### src/verilog/pin_pwr_irq_pkg.sv
// constants shared by the pin and power group interrupt block
// assumes a 16-bit register port with word indices 0 and 1
package pin_pwr_irq_pkg;
  // register indices on the plain port
  localparam logic [3:0] PIN_CTRL_ADDR = 4'h0;
  localparam logic [3:0] PWR_CTRL_ADDR = 4'h1;
  // pin control field positions
  localparam int PIN_FLAG_POS = 15;
  localparam int PIN_LEVEL_POS = 6;
  localparam int PIN_DIR_POS = 4;
  localparam int PIN_OUT_POS = 3;
  localparam int PIN_EDGE_POS = 2;
  localparam int PIN_PRIO_POS = 1;
  localparam int PIN_EN_POS = 0;
  // power group field positions
  localparam int PWR_FLAG_POS = 15;
  localparam int PWR_LEVEL_LSB = 8;
  localparam int PWR_MASTER_POS = 7;
  localparam int PWR_EN_LSB = 0;
  localparam int PWR_SRC_N = 7;
  // values after reset
  localparam logic [4:0] PIN_CFG_RESET = 5'h00;
  localparam logic [6:0] PWR_EN_RESET = 7'h00;
  // reserved bits read as this constant
  localparam logic [15:0] RESERVED_READ = 16'h0000;
  // per-source active level: 1 active high, 0 active low; fixed in silicon
  localparam logic [6:0] PWR_SRC_ACTIVE_HIGH = 7'h7f;
endpackage : pin_pwr_irq_pkg

### src/verilog/pin_pwr_irq.sv
// pin interrupt and seven-source power group interrupt logic
// assumes a plain register port on clk_i, pins and fault lines asynchronous
//
// Local design decisions: strobed register access and the placing of the registers.
`timescale 1ns/10ps
`default_nettype none
// What this block does
// - selected pin edge always sets pin flag
// - pin flag cleared by software, request pulse unaffected
// - one request pulse per selected edge
// - bit 6 reads live pin level
// - reserved pin bits ignore writes
// - direction bit picks input or output
// - output value bit drives pin level
// - edge select: falling 0, rising 1
// - priority bit picks high or low
// - enable gates requests, else plain io
// - no nonmaskable path exists
// - seven sources share one request
// - group priority fixed in hardware
// - source polarity fixed per source
// - enabled source edge sets group flag
// - group flag cleared only by zero write
// - level bits show active source state
// - master enable gates group request
// - master enable gates wakeup too
// - per-source enables gate flag setting
module pin_pwr_irq
  import pin_pwr_irq_pkg::*;
(
  input wire logic clk_i,
  input wire logic rst_n_i,
  input wire logic [3:0] addr_i,
  input wire logic [15:0] wdata_i,
  input wire logic wr_i,
  input wire logic rd_i,
  output logic [15:0] rdata_o,
  input wire logic pin_i,
  output logic pin_o,
  output logic pin_oe_o,
  output logic pin_irq_hi_o,
  output logic pin_irq_lo_o,
  input wire logic [6:0] pwr_src_i,
  output logic pwr_irq_o,
  output logic pwr_wakeup_o
);

  // two-stage synchronisers
  logic pin_s1_reg;
  logic pin_s2_reg;
  logic pin_prev_reg;
  logic [6:0] src_s1_reg;
  logic [6:0] src_s2_reg;
  logic [6:0] src_prev_reg;
  // control state
  logic pin_flag_reg;
  logic pin_flag_next;
  logic [4:0] pin_cfg_reg;
  logic [4:0] pin_cfg_next;
  logic pin_pend_reg;
  logic pin_pend_next;
  logic pwr_flag_reg;
  logic pwr_flag_next;
  logic pwr_master_reg;
  logic pwr_master_next;
  logic [6:0] pwr_en_reg;
  logic [6:0] pwr_en_next;
  logic [15:0] rdata_reg;
  logic [15:0] rdata_next;

  always_ff @(posedge clk_i)
  begin
    if (!rst_n_i)
    begin
      pin_s1_reg <= 1'b0;
      pin_s2_reg <= 1'b0;
      pin_prev_reg <= 1'b0;
    end
    else
    begin
      pin_s1_reg <= pin_i;
      pin_s2_reg <= pin_s1_reg;
      pin_prev_reg <= pin_s2_reg;
    end
  end

  // source sync; reset to the inactive level so no false edge follows
  always_ff @(posedge clk_i)
  begin
    if (!rst_n_i)
    begin
      src_s1_reg <= ~PWR_SRC_ACTIVE_HIGH;
      src_s2_reg <= ~PWR_SRC_ACTIVE_HIGH;
      src_prev_reg <= ~PWR_SRC_ACTIVE_HIGH;
    end
    else
    begin
      src_s1_reg <= pwr_src_i;
      src_s2_reg <= src_s1_reg;
      src_prev_reg <= src_s2_reg;
    end
  end

  // decoded fields of the pin configuration
  wire cfg_en = pin_cfg_reg[0];
  wire cfg_prio = pin_cfg_reg[1];
  wire cfg_edge = pin_cfg_reg[2];
  wire cfg_out = pin_cfg_reg[3];
  wire cfg_dir = pin_cfg_reg[4];
  wire wr_pin = wr_i && (addr_i == PIN_CTRL_ADDR);
  wire wr_pwr = wr_i && (addr_i == PWR_CTRL_ADDR);

  wire rise_seen = pin_s2_reg && !pin_prev_reg;
  wire fall_seen = !pin_s2_reg && pin_prev_reg;
  wire pin_edge = cfg_edge ? rise_seen : fall_seen;

  // clear-write: writing 1 to bit 15 clears the flag
  wire pin_clr = wr_pin && wdata_i[PIN_FLAG_POS];

  // flag set regardless of enable, set wins over clear
  assign pin_flag_next = pin_edge ? 1'b1 : (pin_clr ? 1'b0 : pin_flag_reg);

  assign pin_cfg_next = wr_pin ?
    {wdata_i[PIN_DIR_POS], wdata_i[PIN_OUT_POS], wdata_i[PIN_EDGE_POS],
     wdata_i[PIN_PRIO_POS], wdata_i[PIN_EN_POS]} : pin_cfg_reg;

  // each enabled edge yields one request pulse; a clear does not withdraw it
  assign pin_pend_next = cfg_en && pin_edge && !(pin_clr && !pin_edge);

  wire [6:0] src_active = ~(src_s2_reg ^ PWR_SRC_ACTIVE_HIGH);
  wire [6:0] src_active_prev = ~(src_prev_reg ^ PWR_SRC_ACTIVE_HIGH);
  wire [6:0] src_edge = src_active & ~src_active_prev;

  wire pwr_set = |(src_edge & pwr_en_reg);
  // writing 0 clears, 1 leaves flag
  wire pwr_clr = wr_pwr && !wdata_i[PWR_FLAG_POS];
  // enabled edge sets flag, set wins over clear
  assign pwr_flag_next = pwr_set ? 1'b1 : (pwr_clr ? 1'b0 : pwr_flag_reg);
  assign pwr_master_next = wr_pwr ? wdata_i[PWR_MASTER_POS] : pwr_master_reg;
  assign pwr_en_next = wr_pwr ? wdata_i[PWR_EN_LSB +: PWR_SRC_N] : pwr_en_reg;

  // read mux; live level; source levels
  wire [15:0] pin_rd = RESERVED_READ |
    {pin_flag_reg, 8'h00, pin_s2_reg, 1'b0, cfg_dir, cfg_out, cfg_edge, cfg_prio, cfg_en};
  wire [15:0] pwr_rd = {pwr_flag_reg, src_active, pwr_master_reg, pwr_en_reg};
  assign rdata_next = !rd_i ? 16'h0000 :
    (addr_i == PIN_CTRL_ADDR) ? pin_rd :
    (addr_i == PWR_CTRL_ADDR) ? pwr_rd : 16'h0000;

  always_ff @(posedge clk_i)
  begin
    if (!rst_n_i)
    begin
      pin_flag_reg <= 1'b0;
      pin_cfg_reg <= PIN_CFG_RESET;
      pin_pend_reg <= 1'b0;
    end
    else
    begin
      pin_flag_reg <= pin_flag_next;
      pin_cfg_reg <= pin_cfg_next;
      pin_pend_reg <= pin_pend_next;
    end
  end

  always_ff @(posedge clk_i)
  begin
    if (!rst_n_i)
    begin
      pwr_flag_reg <= 1'b0;
      pwr_master_reg <= 1'b0;
      pwr_en_reg <= PWR_EN_RESET;
    end
    else
    begin
      pwr_flag_reg <= pwr_flag_next;
      pwr_master_reg <= pwr_master_next;
      pwr_en_reg <= pwr_en_next;
    end
  end

  // read data register, zero outside the answer cycle
  always_ff @(posedge clk_i)
  begin
    if (!rst_n_i)
    begin
      rdata_reg <= 16'h0000;
    end
    else
    begin
      rdata_reg <= rdata_next;
    end
  end

  assign rdata_o = rdata_reg;

  // direction applies only while interrupt disabled
  // enabled pin is always an input
  assign pin_oe_o = !cfg_en && cfg_dir;
  assign pin_o = cfg_out;

  assign pin_irq_hi_o = pin_pend_reg && !cfg_prio;
  assign pin_irq_lo_o = pin_pend_reg && cfg_prio;

  // one shared request; no priority control
  assign pwr_irq_o = pwr_master_reg && pwr_flag_reg;
  assign pwr_wakeup_o = pwr_master_reg && |(src_active & pwr_en_reg);

  pin_flag_set_a:
  assert property (@(posedge clk_i) disable iff (!rst_n_i) pin_edge |=> pin_flag_reg)
    else $error("pin flag not set after edge");
  pin_flag_hold_a:
  assert property (@(posedge clk_i) disable iff (!rst_n_i)
    (pin_flag_reg && !pin_clr) |=> pin_flag_reg)
    else $error("pin flag dropped without clear");
  pin_req_each_a:
  assert property (@(posedge clk_i) disable iff (!rst_n_i)
    (pin_edge && cfg_en) |=> (pin_irq_hi_o || pin_irq_lo_o))
    else $error("edge gave no request");
  pin_req_block_a:
  assert property (@(posedge clk_i) disable iff (!rst_n_i)
    !$past(cfg_en) |-> !(pin_irq_hi_o || pin_irq_lo_o))
    else $error("request while pin disabled");
  pin_dir_a:
  assert property (@(posedge clk_i) disable iff (!rst_n_i)
    pin_oe_o |-> (cfg_dir && !cfg_en))
    else $error("pin driven wrongly");
  pin_prio_a:
  assert property (@(posedge clk_i) disable iff (!rst_n_i)
    pin_irq_lo_o |-> (cfg_prio && !pin_irq_hi_o))
    else $error("priority routing wrong");
  pwr_flag_set_a:
  assert property (@(posedge clk_i) disable iff (!rst_n_i) pwr_set |=> pwr_flag_reg)
    else $error("group flag not set");
  pwr_flag_keep_a:
  assert property (@(posedge clk_i) disable iff (!rst_n_i)
    (pwr_flag_reg && wr_pwr && wdata_i[PWR_FLAG_POS]) |=> pwr_flag_reg)
    else $error("group flag cleared by 1");
  pwr_master_a:
  assert property (@(posedge clk_i) disable iff (!rst_n_i)
    !pwr_master_reg |-> !(pwr_irq_o || pwr_wakeup_o))
    else $error("group request while master off");
  pwr_src_gate_a:
  assert property (@(posedge clk_i) disable iff (!rst_n_i)
    (!pwr_flag_reg && !(|(src_edge & pwr_en_reg))) |=> !pwr_flag_reg)
    else $error("flag set by disabled source");
  pin_flag_clear_a:
  assert property (@(posedge clk_i) disable iff (!rst_n_i)
    (pin_clr && !pin_edge) |=> !pin_flag_reg)
    else $error("pin flag survived clear");
  pin_cfg_stable_a:
  assert property (@(posedge clk_i) disable iff (!rst_n_i)
    !wr_pin |=> $stable(pin_cfg_reg))
    else $error("pin config changed without write");
  pin_req_cause_a:
  assert property (@(posedge clk_i) disable iff (!rst_n_i)
    (pin_irq_hi_o || pin_irq_lo_o) |-> $past(pin_edge))
    else $error("request without edge");
  pin_level_read_a:
  assert property (@(posedge clk_i) disable iff (!rst_n_i)
    (rd_i && (addr_i == PIN_CTRL_ADDR)) |=> (rdata_o[PIN_LEVEL_POS] == $past(pin_s2_reg)))
    else $error("pin level bit wrong");
  pin_drive_high_a:
  assert property (@(posedge clk_i) disable iff (!rst_n_i)
    (wr_pin && !wdata_i[PIN_EN_POS] && wdata_i[PIN_DIR_POS] && wdata_i[PIN_OUT_POS])
    |=> (pin_oe_o && pin_o))
    else $error("pin not driven high");
  pin_drive_low_a:
  assert property (@(posedge clk_i) disable iff (!rst_n_i)
    (wr_pin && !wdata_i[PIN_EN_POS] && wdata_i[PIN_DIR_POS] && !wdata_i[PIN_OUT_POS])
    |=> (pin_oe_o && !pin_o))
    else $error("pin not driven low");
  pin_en_input_a:
  assert property (@(posedge clk_i) disable iff (!rst_n_i)
    (wr_pin && wdata_i[PIN_EN_POS]) |=> !pin_oe_o)
    else $error("enabled pin driven");
  // flag sets only on selected edge
  pin_flag_cause_a:
  assert property (@(posedge clk_i) disable iff (!rst_n_i)
    (!pin_flag_reg && !pin_edge) |=> !pin_flag_reg)
    else $error("pin flag set without edge");
  pin_hi_route_a:
  assert property (@(posedge clk_i) disable iff (!rst_n_i)
    (pin_edge && cfg_en && !cfg_prio && !wr_pin) |=> pin_irq_hi_o)
    else $error("high request missing");
  pin_lo_route_a:
  assert property (@(posedge clk_i) disable iff (!rst_n_i)
    (pin_edge && cfg_en && cfg_prio && !wr_pin) |=> pin_irq_lo_o)
    else $error("low request missing");
  pin_reset_a:
  assert property (@(posedge clk_i)
    !rst_n_i |=> ((pin_cfg_reg == PIN_CFG_RESET) && !pin_flag_reg
      && !pin_oe_o && !pin_pend_reg))
    else $error("pin state not reset");
  pwr_reset_a:
  assert property (@(posedge clk_i)
    !rst_n_i |=> (!pwr_flag_reg && !pwr_master_reg && (pwr_en_reg == PWR_EN_RESET)))
    else $error("group state not reset");
  pwr_flag_clear_a:
  assert property (@(posedge clk_i) disable iff (!rst_n_i)
    (pwr_clr && !pwr_set) |=> !pwr_flag_reg)
    else $error("group flag survived clear");
  pwr_level_read_a:
  assert property (@(posedge clk_i) disable iff (!rst_n_i)
    (rd_i && (addr_i == PWR_CTRL_ADDR)) |=>
    (rdata_o[PWR_LEVEL_LSB +: PWR_SRC_N] == ~($past(src_s2_reg) ^ PWR_SRC_ACTIVE_HIGH)))
    else $error("source level bits wrong");
  pwr_wake_gate_a:
  assert property (@(posedge clk_i) disable iff (!rst_n_i)
    (wr_pwr && !wdata_i[PWR_MASTER_POS]) |=> !pwr_wakeup_o)
    else $error("wakeup while master off");
  // any enabled source raises shared request
  pwr_irq_shared_a:
  assert property (@(posedge clk_i) disable iff (!rst_n_i)
    (pwr_set && pwr_master_reg && !wr_pwr) |=> pwr_irq_o)
    else $error("shared request missing");

endmodule // pin_pwr_irq
`default_nettype wire

### config.mk
export PLATFORM = sky130hd
export DESIGN_NAME = pin_pwr_irq
export DESIGN_NICKNAME = d
export VERILOG_FILES = /design/src/verilog/pin_pwr_irq_pkg.sv /design/src/verilog/pin_pwr_irq.sv
export SDC_FILE = /design/constraint.sdc
export NUM_CORES = 1
export LEC_CHECK = 0
export BUFFER_PORTS_ARGS = -buffer_cell sky130_fd_sc_hd__buf_2
export CORE_MARGIN = 2
export CORE_UTILIZATION = 45
export DETAILED_ROUTE_END_ITERATION = 7
export GPL_ROUTABILITY_DRIVEN = 0
export GPL_TIMING_DRIVEN = 0
export PLACE_DENSITY = 0.83
export RECOVER_POWER = 50
export SLEW_MARGIN = 20
export SYNTH_ARGS = -nofsm -noshare
export SYNTH_HDL_FRONTEND = slang
export SYNTH_SLANG_ARGS = --single-unit
### constraint.sdc
create_clock -name clk_i -period 1.4 [get_ports clk_i]
set_input_delay 0.14 -clock clk_i [delete_from_list [all_inputs] [get_ports clk_i]]
set_output_delay 0.14 -clock clk_i [all_outputs]
set_load 0.005 [all_outputs]
== Yosys cells after proc, flatten, opt, wreduce, memory -nomap -nowiden ==
Cells that the tools add are included.

* Equality and inequality tests: 1
* Muxes and demuxes: 7
* Bitwise operators: 11
* Reductions and logical operators: 28

{| class="wikitable"
|+ Operator list
! operator !! number
|-
| NOT 7 bit || 5
|-
| two-way mux 16 bit || 2
|-
| AND 7 bit || 3
|-
| logical AND 1 bit || 14
|-
| OR reduction 7 bit || 2
|-
| logical NOT 1 bit || 7
|-
| two-way mux 1 bit || 5
|-
| == test 4 x 1 -> 1 bit, second input constant || 1
|-
| logical NOT 4 bit || 1
|-
| nonzero test 2 bit || 2
|-
| OR reduction 4 bit || 1
|-
| NOT 1 bit || 3
|-
| AND reduction 2 bit || 1
|}

* Flip-flop bits (word level): 56
* Input port bits: 32
* Output and inout bits: 22
* Word-level logic and storage cells: 61

== Longest topological paths before layout ==
* Depth after elaboration: 7
* Mapped depth: 4

== Worst setup path after synthesis ==
OpenSTA, ideal clock, no wires.

* Path kind: input port to flip-flop
* From: input port addr_i[1]
* To: register pwr_flag_reg
* Library setup time: 125 ps
* Arrival: 1,215 ps
* Path slack: 60 ps
* Stages on the path: 3
* Path buffers: 0
* Cells stage by stage: or4b_4 -> o31a_1 -> o41a_1

* Longest elaborated chain between the ends: 4

{| class="wikitable"
|+ Ends and longest elaborated chain
! what !! line !! source
|-
| start, declared || pin_pwr_irq.sv:33 || <nowiki>input wire logic [3:0] addr_i,</nowiki>
|-
| == test 4 x 1 -> 1 bit || pin_pwr_irq.sv:111 || <nowiki>wire wr_pwr = wr_i && (addr_i == PWR_CTRL_ADDR);</nowiki>
|-
| logical AND 1 bit || pin_pwr_irq.sv:111 ||
|-
| logical AND 1 bit || pin_pwr_irq.sv:136 || <nowiki>wire pwr_clr = wr_pwr && !wdata_i[PWR_FLAG_POS];</nowiki>
|-
| nonzero test 2 bit (no source line) || n/a ||
|-
| end signal, assigned || pin_pwr_irq.sv:176 || <nowiki>pwr_flag_reg <= pwr_flag_next;</nowiki>
|-
| end, declared || pin_pwr_irq.sv:62 || <nowiki>logic pwr_flag_reg;</nowiki>
|}

No other way between the ends.
A chain may end at the register's enable or synchronous reset.

== Worst setup path in the final report ==
* From: register pwr_en_reg[1]
* To: output port pwr_wakeup_o

* Longest elaborated chain between the ends: 3

{| class="wikitable"
|+ Ends and longest elaborated chain
! what !! line !! source
|-
| start, declared || pin_pwr_irq.sv:66 || <nowiki>logic [6:0] pwr_en_reg;</nowiki>
|-
| start signal, assigned || pin_pwr_irq.sv:178 || <nowiki>pwr_en_reg <= pwr_en_next;</nowiki>
|-
| AND 7 bit || pin_pwr_irq.sv:207 || <nowiki>assign pwr_wakeup_o = pwr_master_reg && |(src_active & pwr_en_reg);</nowiki>
|-
| OR reduction 7 bit || pin_pwr_irq.sv:207 ||
|-
| logical AND 1 bit || pin_pwr_irq.sv:207 ||
|-
| end, declared || pin_pwr_irq.sv:45 || <nowiki>output logic pwr_wakeup_o</nowiki>
|}

No other way between the ends.

==> flow_metrics.env <==
export IMPL_start_util_pct=46.6
export IMPL_cts_sinks=56
export IMPL_synthesis_area_um2=1870
export IMPL_cts_tree="done"
export IMPL_hold_buffers=0
export IMPL_yosys_area_top_type="dfxtp_1"
export IMPL_dpl_worst_slack_ps=-232
export IMPL_critPathLaunch="pwr_en_reg[1]"
export IMPL_slew_headroom_pct=60.4
export IMPL_synth_top_cell_area_share_pct=60.1
export IMPL_cp_arrival_ps=1240
export IMPL_start_kind="register"
export IMPL_required_ps=1260
export IMPL_place_area_um2=2160
export IMPL_drt_pass1_iterations=4
export IMPL_power_density_nw_per_um2=1170
export IMPL_die_h_um=68.4
export IMPL_slew_viol_final=0
export IMPL_peakVddDrop_uv=827
export IMPL_track_usage_pct=18.0
export IMPL_power_mw=2.65
export IMPL_fin_crit_ps=1380
export IMPL_crit_buf_inv=1
export IMPL_clk_path_buf_depth=2
export IMPL_min_from="pwr_src_i[1]"
export IMPL_drv_cap=0
export IMPL_fin_crit_sh_pct=98.7
export IMPL_dr_first_iter_drc_count=100
export IMPL_grt_pass1_vias=1321
export IMPL_pin_count=54
export IMPL_r2r_start="src_s2_reg[0]"
export IMPL_largest_reg_flops=16
export IMPL_worst_pin_slew_ps=594
export IMPL_port_buffer_count=46
export IMPL_worst_hold_path_endpoint="src_s1_reg[1]"
export IMPL_crit_family="flip-flops"
export IMPL_path_max_fanout=3
export IMPL_synth_cells=187
export IMPL_ctsHtreeMaxLevel=2
export IMPL_timing_fmax_ghz=0.724
export IMPL_grt_setup_unrepaired="true"
export IMPL_die_area_um2=4680
export IMPL_cts_made_buffers=5
export IMPL_yosys_register_bits=56
export IMPL_p_leak_nw=0.948
export IMPL_hp_class="input pin to register"
export IMPL_hold_ws_ps=26.3
export IMPL_syn_avg_cell_area_um2=9.98
export IMPL_clock_latency_ps=310
export IMPL_r2r_end="pwr_flag_reg"
export IMPL_final_nets=272
export IMPL_drive_above_1_share_pct=24.1
export IMPL_core_um2=4000
export IMPL_synth_area_leaders="dfxtp_1, and2_1, a21oi_1, mux2i_1, nand3_1"
export IMPL_grt_max_degree=19
export IMPL_vias=1488
export IMPL_fin_ws_ps=18.5
export IMPL_viasPerCell=5.11
export IMPL_drc=0
export IMPL_area_delta_synth_final_pct=21.5
export IMPL_critPathKind="register to output port"
export IMPL_diodes=0
export IMPL_drt_total_wl_mm=3.82
export IMPL_synth_nets=219
export IMPL_clk_pin_slew_ps=100
export IMPL_fin_skew_ps=7.10
export IMPL_gr_total_overflow=0
export IMPL_postCtsSetupBuffers=0
export IMPL_clockRootBuffer="clkbuf_8"
export IMPL_grt_pass1_wl_mm=6.00
export IMPL_dp_hpwl_mm=2.79
export IMPL_fin_area_um2=2270
export IMPL_setup_viol=0
export IMPL_max_stage_delay_ps=380
export IMPL_yosysSeqAreaShare_pct=60.1
export IMPL_status="completed"
export IMPL_synth_warnings=0
export IMPL_die_x_um=68.4
export IMPL_hold_viol=0
export IMPL_endpoint_kind="output port"
export IMPL_synth_cell_types=25
export IMPL_hold_depth=2
export IMPL_path_cells="nand2_2 > and4_1 > a41oi_2 > buf_2"
export IMPL_r2r_slack_ps=280
export IMPL_drtAntennaViolNets=0
export IMPL_rows=23
export IMPL_grt_antenna_before_repair=0
export IMPL_slowest_stage="dfxtp_4"
export IMPL_rr_worst_depth=3
export IMPL_routedWlPerCell_um=13.1
## layout make-up
type	instances	area, um2
clock buffer	5	68.8
fill	364	1730
tap	50	62.6
clock inverter	3	23.8
inverter	4	15.0
buffer	10	38.8
multi-input combinational	117	706
sequential	56	1130
timing repair buffer	46	223
## synth_stat cells
cell type,n
a41oi_1,1
mux2i_1,7
o21ai_0,13
dfxtp_1,56
and4_1,1
o31ai_1,1
nor2b_1,2
or4b_4,1
o31a_1,1
and2_1,26
and3_1,9
clkbuf_1,9
a21oi_1,15
o22ai_1,2
nor2_1,9
and3b_1,1
nand2_1,8
buf_2,1
nor3_1,2
o221ai_1,1
nor4b_1,1
nand3_1,14
o41a_1,1
inv_1,4
nand3b_1,1
## kinds of logic after synthesis
group | count (synthesis) | synth area share (%)
simple gates | 75 | 22.7
flops | 56 | 60.1
compound gates | 35 | 10.6
buf+inv | 14 | 2.88
mux | 7 | 3.76
## how the worst max path moves through the flow
stage / to / slack (ps) / depth (start not counted)
after floorplan: pwr_flag_reg / 60 / 3
after global placement: pwr_en_reg[2] / -180 / 5
after detailed placement: pin_cfg_reg[0] / -230 / 5
after CTS: pwr_wakeup_o / 1 / 4
after global routing: pwr_wakeup_o / -10 / 4
final: pwr_wakeup_o / 20 / 4
## repair_timing
item | CTS | global route
pin swaps | 0 | 0
setup endpoints to repair | 1 | 11
resized for setup | 2 | 8
## where the power goes
group	switching, mW	internal (mW)	leakage (nW)	total (mW)
sequential	0.0169	1.63	0.458	1.64
combinational	0.0751	0.0570	0.450	0.132
clock	0.518	0.355	0.0404	0.873
## per-layer routing
metal	track usage, %	up-vias	share of wire (%)
li1	-	746	-
met1	22.1	684	44
met2	27.8	50	47
met3	5.76	8	6.3
met4	10.0	0	2.7
met5	0	-	0
## placed cells by master, fill, tap and decap left out
cell type,n
nor4b_2,1
o31a_1,1
nand2_1,6
nand2_2,2
dfxtp_4,1
mux2i_1,7
clkinv_4,1
and3_1,9
buf_2,41
or4b_1,1
nand3_1,14
a41oi_2,1
nor2b_1,2
dfxtp_1,51
clkbuf_1,15
and2_0,12
nor2_1,9
o22ai_1,2
o221ai_1,1
a21oi_1,15
and4_1,1
nor3_1,2
and2_1,14
and3b_1,1
clkinvlp_4,2
o41a_1,1
o31ai_1,1
o21ai_0,13
nand3b_1,1
dfxtp_2,4
clkbuf_8,5
inv_1,4
## stage by stage
| step | cells | util, % | TNS (ps) |
|---|---|---|---|
| after floorplan | 187 | - | 0 |
| after global placement | 283 | 54.0 | -1750 |
| after detailed placement | 283 | 54.0 | -2240 |
| after CTS | 291 | 56.5 | 0 |
| after global routing | 291 | 56.7 | -11.9 |
| final | 291 | 56.7 | 0 |
Power figures use the tool's default switching activity.
